[src/shared/kms_pkg.sv]
`default_nettype none
package kms_pkg;

  // ------------------------------------------------------------------
  // Clocking and timing
  // ------------------------------------------------------------------
  localparam int CLK_HZ        = 50_000_000;
  localparam int LP_OSC_HZ     = 128_000;
  // One matrix position per low-power oscillator period
  localparam int SCAN_TICK_CYC = CLK_HZ / LP_OSC_HZ;
  localparam int TICK_W        = 9;
  localparam logic [TICK_W-1:0] TICK_LAST = TICK_W'(SCAN_TICK_CYC - 1);
  localparam int GLITCH_NS     = 2000;
  localparam int GLITCH_CYC    = (GLITCH_NS * (CLK_HZ / 1_000_000) + 999) / 1000;
  localparam int GLITCH_W      = 7;
  localparam logic [GLITCH_W-1:0] GLITCH_LAST = GLITCH_W'(GLITCH_CYC - 1);

  // ------------------------------------------------------------------
  // Matrix and buffer geometry
  // ------------------------------------------------------------------
  localparam int NUM_ROWS  = 8;
  localparam int NUM_COLS  = 20;
  localparam int MAX_KEYS  = 160;
  localparam int KEY_W     = 8;
  localparam int BUF_DEPTH = 16;
  localparam int BUF_AW    = 4;
  localparam logic [4:0] COLS_MAX_V = 5'h14;
  localparam logic [3:0] ROWS_MAX_V = 4'h8;
  localparam logic [BUF_AW:0] BUF_FULL_V = 5'h10;

  // ------------------------------------------------------------------
  // Register map
  // ------------------------------------------------------------------
  localparam int ADDR_W = 8;
  localparam logic [ADDR_W-1:0] CTRL_OFF = 8'h00;
  localparam logic [ADDR_W-1:0] STAT_OFF = 8'h04;
  localparam logic [ADDR_W-1:0] KEY_OFF  = 8'h08;

  localparam int CTRL_EN_BIT    = 0;
  localparam int CTRL_COLS_LSB  = 8;
  localparam int CTRL_ROWS_LSB  = 16;
  localparam int STAT_GHOST_BIT = 0;
  localparam int STAT_OVF_BIT   = 1;
  localparam int STAT_REQ_BIT   = 2;
  localparam int STAT_RUN_BIT   = 3;
  localparam int STAT_CNT_LSB   = 8;
  localparam int STAT_ST_LSB    = 16;
  localparam int KEY_VALID_BIT  = 8;

  localparam logic       CTRL_EN_RST   = 1'b0;
  localparam logic [4:0] CTRL_COLS_RST = 5'h14;
  localparam logic [3:0] CTRL_ROWS_RST = 4'h8;

  localparam logic [1:0] RESP_OKAY   = 2'h0;
  localparam logic [1:0] RESP_SLVERR = 2'h2;

  typedef enum logic [3:0] {
    KMS_IDLE = 4'h1,
    KMS_WAIT = 4'h2,
    KMS_SCAN = 4'h4,
    KMS_END  = 4'h8
  } kms_state_t;

endpackage
`default_nettype wire

[src/kms_row_filter.sv]
`timescale 1ns/1ns
`default_nettype none
module kms_row_filter import kms_pkg::*; (
  input  wire logic                clk,
  input  wire logic                rst_n,
  input  wire logic [NUM_ROWS-1:0] row_pin,
  output var  logic [NUM_ROWS-1:0] row_flt
);

  logic [NUM_ROWS-1:0] s1_r;
  logic [NUM_ROWS-1:0] s2_r;
  logic [NUM_ROWS-1:0] s3_r;
  logic [NUM_ROWS-1:0] stable_r;

  // ------------------------------------------------------------------
  // Pin synchroniser
  // ------------------------------------------------------------------
  always_ff @(posedge clk or negedge rst_n) begin
    if (!rst_n) begin
      s1_r     <= '0;
      s2_r     <= '0;
      s3_r     <= '0;
      stable_r <= '0;
    end else begin
      s1_r <= row_pin;
      s2_r <= s1_r;
      s3_r <= s2_r;
      for (int i = 0; i < NUM_ROWS; i++) begin
        if (s2_r[i] == s3_r[i]) begin
          stable_r[i] <= s3_r[i];
        end
      end
    end
  end

  // ------------------------------------------------------------------
  // Per-row glitch filter
  // ------------------------------------------------------------------
  // A level must hold for the whole filter time before it is accepted
  for (genvar g = 0; g < NUM_ROWS; g++) begin : g_row
    logic [GLITCH_W-1:0] cnt_r;
    always_ff @(posedge clk or negedge rst_n) begin
      if (!rst_n) begin
        cnt_r      <= '0;
        row_flt[g] <= 1'b0;
      end else if (stable_r[g] == row_flt[g]) begin
        cnt_r <= '0;
      end else if (cnt_r == GLITCH_LAST) begin
        cnt_r      <= '0;
        row_flt[g] <= stable_r[g];
      end else begin
        cnt_r <= cnt_r + 1'b1;
      end
    end
  end

endmodule
`default_nettype wire

[src/kms_scanner.sv]
// The implementer's own choices: the address map and the AXI4-Lite register port.
`timescale 1ns/1ns
`default_nettype none
module kms_scanner import kms_pkg::*; (
  input  wire logic                clk,
  input  wire logic                rst_n,
  input  wire logic [ADDR_W-1:0]   s_axi_awaddr,
  input  wire logic                s_axi_awvalid,
  output logic                     s_axi_awready,
  input  wire logic [31:0]         s_axi_wdata,
  input  wire logic [3:0]          s_axi_wstrb,
  input  wire logic                s_axi_wvalid,
  output logic                     s_axi_wready,
  output logic [1:0]               s_axi_bresp,
  output logic                     s_axi_bvalid,
  input  wire logic                s_axi_bready,
  input  wire logic [ADDR_W-1:0]   s_axi_araddr,
  input  wire logic                s_axi_arvalid,
  output logic                     s_axi_arready,
  output logic [31:0]              s_axi_rdata,
  output logic [1:0]               s_axi_rresp,
  output logic                     s_axi_rvalid,
  input  wire logic                s_axi_rready,
  input  wire logic [NUM_ROWS-1:0] row_in,
  output logic [NUM_COLS-1:0]      col_out,
  input  wire logic                osc_run_in,
  input  wire logic                periph_req_in,
  output logic                     lp_clk_req,
  output logic                     osc_start
);

  // ------------------------------------------------------------------
  // Decoding helpers
  // ------------------------------------------------------------------
  function automatic logic [4:0] lim_cols(input logic [4:0] v);
    if (v == 5'h00) begin
      return 5'h01;
    end else if (v > COLS_MAX_V) begin
      return COLS_MAX_V;
    end
    return v;
  endfunction

  function automatic logic [3:0] lim_rows(input logic [3:0] v);
    if (v == 4'h0) begin
      return 4'h1;
    end else if (v > ROWS_MAX_V) begin
      return ROWS_MAX_V;
    end
    return v;
  endfunction

  function automatic logic two_plus(input logic [NUM_ROWS-1:0] v);
    return (v & (v - 1'b1)) != '0;
  endfunction

  // ------------------------------------------------------------------
  // Declarations
  // ------------------------------------------------------------------
  kms_state_t            state_r;
  kms_state_t            state_nxt;
  logic [NUM_ROWS-1:0]   row_flt;
  logic [NUM_ROWS-1:0]   row_prev_r;
  logic                  osc_s1_r;
  logic                  osc_s2_r;
  logic                  osc_s3_r;
  logic                  osc_run_r;
  logic                  en_r;
  logic [4:0]            cols_r;
  logic [3:0]            rows_r;
  logic [4:0]            cols_lim;
  logic [3:0]            rows_lim;
  logic [TICK_W-1:0]     tick_cnt_r;
  logic                  tick;
  logic [2:0]            row_cnt_r;
  logic [4:0]            col_cnt_r;
  logic [KEY_W-1:0]      key_idx_r;
  logic [NUM_ROWS-1:0]   row_hit_r;
  logic [NUM_ROWS-1:0]   col_vec_r;
  logic [NUM_ROWS-1:0]   col_vec_now;
  logic                  last_row;
  logic                  last_col;
  logic                  hit;
  logic                  ghost_hit;
  logic                  any_key_r;
  logic [MAX_KEYS-1:0]   prev_key_r;
  logic                  push_req;
  logic                  push;
  logic                  pop;
  logic [KEY_W-1:0]      buf_mem_r [BUF_DEPTH];
  logic [BUF_AW-1:0]     wp_r;
  logic [BUF_AW-1:0]     rp_r;
  logic [BUF_AW:0]       cnt_r;
  logic                  ghost_r;
  logic                  ovf_r;
  logic                  aw_held_r;
  logic                  w_held_r;
  logic [ADDR_W-1:0]     aw_addr_r;
  logic [31:0]           w_data_r;
  logic [3:0]            w_strb_r;
  logic                  do_wr;
  logic                  clr_ghost;
  logic                  clr_ovf;
  logic                  ar_hs;
  logic [31:0]           rd_word;
  logic                  rd_ok;

  kms_row_filter u_flt (
    .clk     (clk),
    .rst_n   (rst_n),
    .row_pin (row_in),
    .row_flt (row_flt)
  );

  // ------------------------------------------------------------------
  // Oscillator running indication
  // ------------------------------------------------------------------
  always_ff @(posedge clk or negedge rst_n) begin
    if (!rst_n) begin
      osc_s1_r  <= 1'b0;
      osc_s2_r  <= 1'b0;
      osc_s3_r  <= 1'b0;
      osc_run_r <= 1'b0;
    end else begin
      osc_s1_r <= osc_run_in;
      osc_s2_r <= osc_s1_r;
      osc_s3_r <= osc_s2_r;
      if (osc_s2_r == osc_s3_r) begin
        osc_run_r <= osc_s3_r;
      end
    end
  end

  // Shared oscillator is a wired-or of all peripheral requests
  assign osc_start = lp_clk_req | periph_req_in;

  // ------------------------------------------------------------------
  // Scan state machine
  // ------------------------------------------------------------------
  assign cols_lim    = lim_cols(cols_r);
  assign rows_lim    = lim_rows(rows_r);
  assign tick        = (state_r == KMS_SCAN) && (tick_cnt_r == TICK_LAST);
  assign last_row    = ({1'b0, row_cnt_r} == rows_lim - 4'h1);
  assign last_col    = (col_cnt_r == cols_lim - 5'h01);
  assign hit         = row_flt[row_cnt_r];
  assign col_vec_now = col_vec_r | (hit ? (NUM_ROWS'(1) << row_cnt_r) : '0);
  assign ghost_hit   = tick && hit && row_hit_r[row_cnt_r];

  always_comb begin
    state_nxt = state_r;
    case (state_r)
      KMS_IDLE: begin
        if (row_flt != row_prev_r) begin
          state_nxt = KMS_WAIT;
        end
      end
      KMS_WAIT: begin
        // Another peripheral may already have the oscillator running
        if (osc_run_r) begin
          state_nxt = KMS_SCAN;
        end
      end
      KMS_SCAN: begin
        if (tick && last_row && last_col) begin
          state_nxt = KMS_END;
        end
      end
      KMS_END: begin
        state_nxt = any_key_r ? KMS_SCAN : KMS_IDLE;
      end
      default: state_nxt = KMS_IDLE;
    endcase
    if (!en_r) begin
      state_nxt = KMS_IDLE;
    end
  end

  always_ff @(posedge clk or negedge rst_n) begin
    if (!rst_n) begin
      state_r    <= KMS_IDLE;
      lp_clk_req <= 1'b0;
      row_prev_r <= '0;
    end else begin
      state_r    <= state_nxt;
      lp_clk_req <= en_r && (state_nxt != KMS_IDLE);
      row_prev_r <= row_flt;
    end
  end

  // Active column driven high, the rest low; all high outside a pass
  always_ff @(posedge clk or negedge rst_n) begin
    if (!rst_n) begin
      col_out <= '1;
    end else if (state_r == KMS_SCAN) begin
      col_out <= NUM_COLS'(1) << col_cnt_r;
    end else begin
      col_out <= '1;
    end
  end

  // ------------------------------------------------------------------
  // Counters and ghost tracking
  // ------------------------------------------------------------------
  always_ff @(posedge clk or negedge rst_n) begin
    if (!rst_n) begin
      tick_cnt_r <= '0;
      row_cnt_r  <= '0;
      col_cnt_r  <= '0;
      key_idx_r  <= '0;
      row_hit_r  <= '0;
      col_vec_r  <= '0;
    end else if (state_r != KMS_SCAN) begin
      tick_cnt_r <= '0;
      row_cnt_r  <= '0;
      col_cnt_r  <= '0;
      key_idx_r  <= '0;
      row_hit_r  <= '0;
      col_vec_r  <= '0;
    end else begin
      tick_cnt_r <= tick ? '0 : tick_cnt_r + 1'b1;
      if (tick) begin
        key_idx_r <= key_idx_r + 8'h01;
        if (last_row) begin
          row_cnt_r <= '0;
          col_cnt_r <= col_cnt_r + 5'h01;
          col_vec_r <= '0;
          if (two_plus(col_vec_now)) begin
            row_hit_r <= row_hit_r | col_vec_now;
          end
        end else begin
          row_cnt_r <= row_cnt_r + 3'h1;
          col_vec_r <= col_vec_now;
        end
      end
    end
  end

  // Key presence per pass and per position; only new presses are stored
  always_ff @(posedge clk or negedge rst_n) begin
    if (!rst_n) begin
      any_key_r  <= 1'b0;
      prev_key_r <= '0;
    end else begin
      if (state_r == KMS_SCAN) begin
        if (tick && hit) begin
          any_key_r <= 1'b1;
        end
      end else begin
        any_key_r <= 1'b0;
      end
      if (tick) begin
        prev_key_r[key_idx_r] <= hit;
      end
    end
  end

  // A ghosted position is locked out of the buffer; other new presses go in while it has room
  assign push_req = tick && hit && !prev_key_r[key_idx_r] && !ghost_hit;
  assign push     = push_req && (cnt_r != BUF_FULL_V);

  // ------------------------------------------------------------------
  // Key code buffer
  // ------------------------------------------------------------------
  always_ff @(posedge clk or negedge rst_n) begin
    if (!rst_n) begin
      wp_r  <= '0;
      rp_r  <= '0;
      cnt_r <= '0;
    end else begin
      if (push) begin
        wp_r <= wp_r + 1'b1;
      end
      if (pop) begin
        rp_r <= rp_r + 1'b1;
      end
      cnt_r <= cnt_r + (push ? 5'h01 : 5'h00) - (pop ? 5'h01 : 5'h00);
    end
  end

  always_ff @(posedge clk) begin
    if (push) begin
      buf_mem_r[wp_r] <= key_idx_r;
    end
  end

  // ------------------------------------------------------------------
  // Sticky status flags
  // ------------------------------------------------------------------
  // Hardware set wins over a same-cycle software clear
  always_ff @(posedge clk or negedge rst_n) begin
    if (!rst_n) begin
      ghost_r <= 1'b0;
      ovf_r   <= 1'b0;
    end else begin
      ghost_r <= (ghost_r && !clr_ghost) || ghost_hit;
      ovf_r   <= (ovf_r && !clr_ovf) || (push_req && !push);
    end
  end

  // ------------------------------------------------------------------
  // Register bus, write channels
  // ------------------------------------------------------------------
  assign s_axi_awready = !aw_held_r && !s_axi_bvalid;
  assign s_axi_wready  = !w_held_r && !s_axi_bvalid;
  assign do_wr         = aw_held_r && w_held_r;
  assign clr_ghost     = do_wr && (aw_addr_r == STAT_OFF) && w_strb_r[0]
                         && w_data_r[STAT_GHOST_BIT];
  assign clr_ovf       = do_wr && (aw_addr_r == STAT_OFF) && w_strb_r[0]
                         && w_data_r[STAT_OVF_BIT];

  always_ff @(posedge clk or negedge rst_n) begin
    if (!rst_n) begin
      aw_held_r    <= 1'b0;
      w_held_r     <= 1'b0;
      aw_addr_r    <= '0;
      w_data_r     <= '0;
      w_strb_r     <= '0;
      s_axi_bvalid <= 1'b0;
      s_axi_bresp  <= RESP_OKAY;
    end else begin
      if (s_axi_awvalid && s_axi_awready) begin
        aw_held_r <= 1'b1;
        aw_addr_r <= s_axi_awaddr;
      end
      if (s_axi_wvalid && s_axi_wready) begin
        w_held_r <= 1'b1;
        w_data_r <= s_axi_wdata;
        w_strb_r <= s_axi_wstrb;
      end
      if (do_wr) begin
        aw_held_r    <= 1'b0;
        w_held_r     <= 1'b0;
        s_axi_bvalid <= 1'b1;
        s_axi_bresp  <= (aw_addr_r == CTRL_OFF || aw_addr_r == STAT_OFF
                         || aw_addr_r == KEY_OFF) ? RESP_OKAY : RESP_SLVERR;
      end else if (s_axi_bready) begin
        s_axi_bvalid <= 1'b0;
      end
    end
  end

  always_ff @(posedge clk or negedge rst_n) begin
    if (!rst_n) begin
      en_r   <= CTRL_EN_RST;
      cols_r <= CTRL_COLS_RST;
      rows_r <= CTRL_ROWS_RST;
    end else if (do_wr && aw_addr_r == CTRL_OFF) begin
      if (w_strb_r[0]) begin
        en_r <= w_data_r[CTRL_EN_BIT];
      end
      if (w_strb_r[1]) begin
        cols_r <= w_data_r[CTRL_COLS_LSB +: 5];
      end
      if (w_strb_r[2]) begin
        rows_r <= w_data_r[CTRL_ROWS_LSB +: 4];
      end
    end
  end

  // ------------------------------------------------------------------
  // Register bus, read channels
  // ------------------------------------------------------------------
  assign s_axi_arready = !s_axi_rvalid;
  assign ar_hs         = s_axi_arvalid && s_axi_arready;
  assign pop           = ar_hs && (s_axi_araddr == KEY_OFF) && (cnt_r != '0);

  always_comb begin
    rd_word = '0;
    rd_ok   = 1'b1;
    case (s_axi_araddr)
      CTRL_OFF: begin
        rd_word[CTRL_EN_BIT]          = en_r;
        rd_word[CTRL_COLS_LSB +: 5]   = cols_r;
        rd_word[CTRL_ROWS_LSB +: 4]   = rows_r;
      end
      STAT_OFF: begin
        rd_word[STAT_GHOST_BIT]       = ghost_r;
        rd_word[STAT_OVF_BIT]         = ovf_r;
        rd_word[STAT_REQ_BIT]         = lp_clk_req;
        rd_word[STAT_RUN_BIT]         = osc_run_r;
        rd_word[STAT_CNT_LSB +: 5]    = cnt_r;
        rd_word[STAT_ST_LSB +: 4]     = state_r;
      end
      KEY_OFF: begin
        rd_word[KEY_VALID_BIT]        = (cnt_r != '0);
        rd_word[KEY_W-1:0]            = (cnt_r != '0) ? buf_mem_r[rp_r] : '0;
      end
      default: rd_ok = 1'b0;
    endcase
  end

  always_ff @(posedge clk or negedge rst_n) begin
    if (!rst_n) begin
      s_axi_rvalid <= 1'b0;
      s_axi_rdata  <= '0;
      s_axi_rresp  <= RESP_OKAY;
    end else if (ar_hs) begin
      s_axi_rvalid <= 1'b1;
      s_axi_rdata  <= rd_word;
      s_axi_rresp  <= rd_ok ? RESP_OKAY : RESP_SLVERR;
    end else if (s_axi_rready) begin
      s_axi_rvalid <= 1'b0;
    end
  end

endmodule
`default_nettype wire

[config.mk]
export PLATFORM = sky130hd
export DESIGN_NAME = kms_scanner
export DESIGN_NICKNAME = d
export VERILOG_FILES = /design/src/shared/kms_pkg.sv /design/src/kms_row_filter.sv /design/src/kms_scanner.sv
export SDC_FILE = /design/constraint.sdc
export NUM_CORES = 1
export LEC_CHECK = 0
export BUFFER_PORTS_ARGS = -buffer_cell sky130_fd_sc_hd__buf_2
export CORE_MARGIN = 2
export CORE_UTILIZATION = 61
export DETAILED_ROUTE_END_ITERATION = 6
export MAX_ROUTING_LAYER = met4
export PLACE_DENSITY = 0.8
export SLEW_MARGIN = 20
export SYNTH_ARGS = -nofsm -noshare
export SYNTH_HDL_FRONTEND = slang
export SYNTH_SLANG_ARGS = --single-unit
export TNS_END_PERCENT = 10
[constraint.sdc]
create_clock -name clk -period 4.4 [get_ports clk]
set_input_delay 0.44 -clock clk [delete_from_list [all_inputs] [get_ports clk]]
set_output_delay 0.44 -clock clk [all_outputs]
set_load 0.05 [all_outputs]
==> results.cfg <==
[sta]
rsz0062_at_grt = false
fin_tns_setup_ns = 0
fmax_ghz = 0.246
hold_viol = 0
slew_violations = 0
clock_skew_ns = 0.0247
setup_violations = 0
tightest_slew_ns = 1.13
fin_crit_sh = 0.925
finalCriticalPeriod_ns = 4.07
hold_ws_ns = 0.0348
max-slew-margin-rel = 0.249

[worst_setup_path]
arrival_ns = 4.54
crit_start = key_idx_r[0]$_DFFE_PN0P_
critPathKind = reg2reg
critPathMaxFanout = 39
crit_required_ns = 4.87
reg2reg_from = key_idx_r[0]$_DFFE_PN0P_
startpoint_type = flip-flop
end_kind = flip-flop

[grt]
grt_use_total = 0.268
antenna_found_initial = 0
grt_pass1_vias = 15700
grt_remaining_overflow = 0
grt_max_degree = 125
grt_pass1_wl_mm = 83.7

[synth]
synth_area_um2 = 23600
synthTopCellsByArea = dfrtp_1 40%, edfxtp_1 16%, mux4_2 5.7%
synthMostInstantiatedCell = dfrtp_1
syn_avg_cell_area_um2 = 12.4
postSynthCellCount = 1910
synthArstFlopShare = 0.760
ys_seq_area_frac = 0.594
ys_top_cells_by_count = 381 x dfrtp_1, 193 x o21ai_0, 155 x nor2_1
synth_ff_type = dfrtp_1
netlist.top_cell.by_area = dfrtp_1
yosysWarnings = 0
synth.top_cell.area_share = 0.404
synth_edf_count = 128
ys_ff_latch = 533
ys_types = 68

[clocking]
postCtsSetupBuffers = 0
cts_made_buffers = 53
clkSinkCount = 533
cts_tree = built
cts_buffer_depth = 3
root_buffer = clkbuf_16
htreeDepth = 2
clk-insertion-delay-late_ns = 0.61
clk_pin_slew_ns = 0.06

[floorplanning]
rows = 72
pin_count = 132
die_y_um = 201
core-area_um2 = 38400
die_area_um2 = 40300
die_w_um = 201
initial_core_util = 0.615

[hold_path]
min_from = s_axi_rready
hold_class = in2reg

[drt]
wirelength_met1_mm = 21.0
viasPerCell = 6.15
vias = 15500
drt-total-wl_mm = 51.1
ant_nets = 0
remaining_drc_errors = 0
highest_layer = met4
post_drt_wl_per_cell_um = 20.3
wl_met3_mm = 3.10
first_pass_iters = 6
drt_iter0_drc = 1289
route.met2.wl_mm = 25.3

[layout]
drive_gt1_frac = 0.176
fin_nets = 2067
syn_to_final_growth_pct = 11.6

[place]
gp_congestion = 0.878
dp_hpwl_mm = 32.1
place.port_buffers = 92

[power_and_ir_drop]
p_per_area_nw_per_um2 = 415
p_leak_nw = 10.3
peakVddDrop_mv = 0.373
finalPower_mw = 10.9

[run]
cap_violations = 0

[status]
run_status = complete, no violations
-- power breakdown --
group          total, mW  switching [mW]  internal, mW
sequential          5.41           0.157          5.25
combinational      0.743           0.436         0.307
clock               4.76            1.88          2.88
total               10.9            2.48          8.44
-- stage by stage --
stage | setup WS [ns] | cell area (µm²) | std cells | utilization
after CTS | 0.355 | 26300 | 2519 | 0.686
after floorplan | 0.629 | 23700 | 1926 | -
after detailed placement | 0.414 | 24400 | 2411 | 0.635
after global routing | 0.150 | 26300 | 2519 | 0.686
after global placement | 0.509 | 24400 | 2411 | 0.635
final | 0.332 | 26300 | 2520 | 0.686
-- area by class of cell --
class	instances	area, µm²
Antenna cell	1	2.50
Clock buffer	80	1610
Clock inverter	18	255
Fill cell	2629	12000
Inverter	31	116
Multi-Input combinational cell	1213	8880
Sequential cell	533	14000
Tap cell	518	648
Timing Repair Buffer	126	801
-- registers in the layout (all words and copies together), names as in the netlist, 8 cells and up --
name,cells
aw_addr_r,8
col_vec_r,8
u_flt.row_flt,8
prev_key_r,160
buf_mem_r,128
s_axi_rdata,17
row_hit_r,8
w_data_r,11
u_flt.s2_r,8
u_flt.s3_r,8
tick_cnt_r,9
u_flt.g_row.cnt_r,56
u_flt.stable_r,8
key_idx_r,8
u_flt.s1_r,8
col_out,20
row_prev_r,8
-- layout by cell type, fill, tap and decap left out, types with 9 or more instances in the layout --
cell           count
dfrtp_1          378
o21ai_0          193
nor2_1           155
o31ai_1          145
edfxtp_1         128
nand2_1          114
buf_2             91
mux4_2            60
clkbuf_16         56
mux2_2            49
xor2_1            47
xnor2_1           45
nand3_1           43
mux2i_1           39
ha_1              39
a21oi_1           37
inv_1             30
and3_1            28
a22oi_1           27
dfstp_2           24
buf_4             20
nor2b_1           17
conb_1            17
and2_1            16
a31oi_1           14
clkbuf_1          12
clkbuf_8          12
nor3_1            11
nand2b_1          10
nand4_1           10
dlygate4sd3_1     10
maj3_1             9
-- path summary, 6_finish.rpt --
kind / to / slack [ns] / depth (start not counted)
max in group asynchronous: u_flt.row_flt[5]$_DFFE_PN0P_ / 2.71 / 3
hold reg to reg: u_flt.s2_r[2]$_DFF_PN0_ / 0.35 / 0
hold / removal: s_axi_rvalid$_DFFE_PN0P_ / 0.03 / 2
min in group asynchronous: s_axi_rdata[6]$_DFFE_PN0P_ / 0.42 / 2
setup reg to reg: cnt_r[4]$_DFF_PN0_ / 0.33 / 15
setup / recovery: cnt_r[4]$_DFF_PN0_ / 0.33 / 15
-- worst max-delay path, cell delays in order (launching register included) --
cell and delay [ns]:
dfrtp_2 0.66, buf_12 0.31, nor2b_1 0.57, a22oi_1 0.19
nand3_1 0.12, nand4_1 0.17, o311ai_2 0.50, and4_1 0.32
ha_1 0.18, inv_1 0.07, fa_1 0.41, inv_1 0.08
a21oi_1 0.07, nor2_1 0.09, nor2_1 0.05, xnor2_1 0.11
-- layer usage --
layer  GRT usage  vias to the layer above
met5           -                        -
met4      0.0915                        0
met3      0.0466                      109
met2       0.440                      515
met1       0.343                     7822
li1            -                     7058
-- cell families after synthesis --
family          synth area share
flops                      0.594
other cells             0.000159
buf+inv                   0.0334
compound gates             0.124
simple gates              0.0873
fa+ha+maj                 0.0253
xor+xnor                  0.0341
mux                        0.102
-- repair_timing --
item	4_1_cts	5_1_grt
resized for setup	0	0
hold buffers	10	0
endpoints found under the hold margin	94	0
Note: power is estimated with default switching activity, not from simulation.
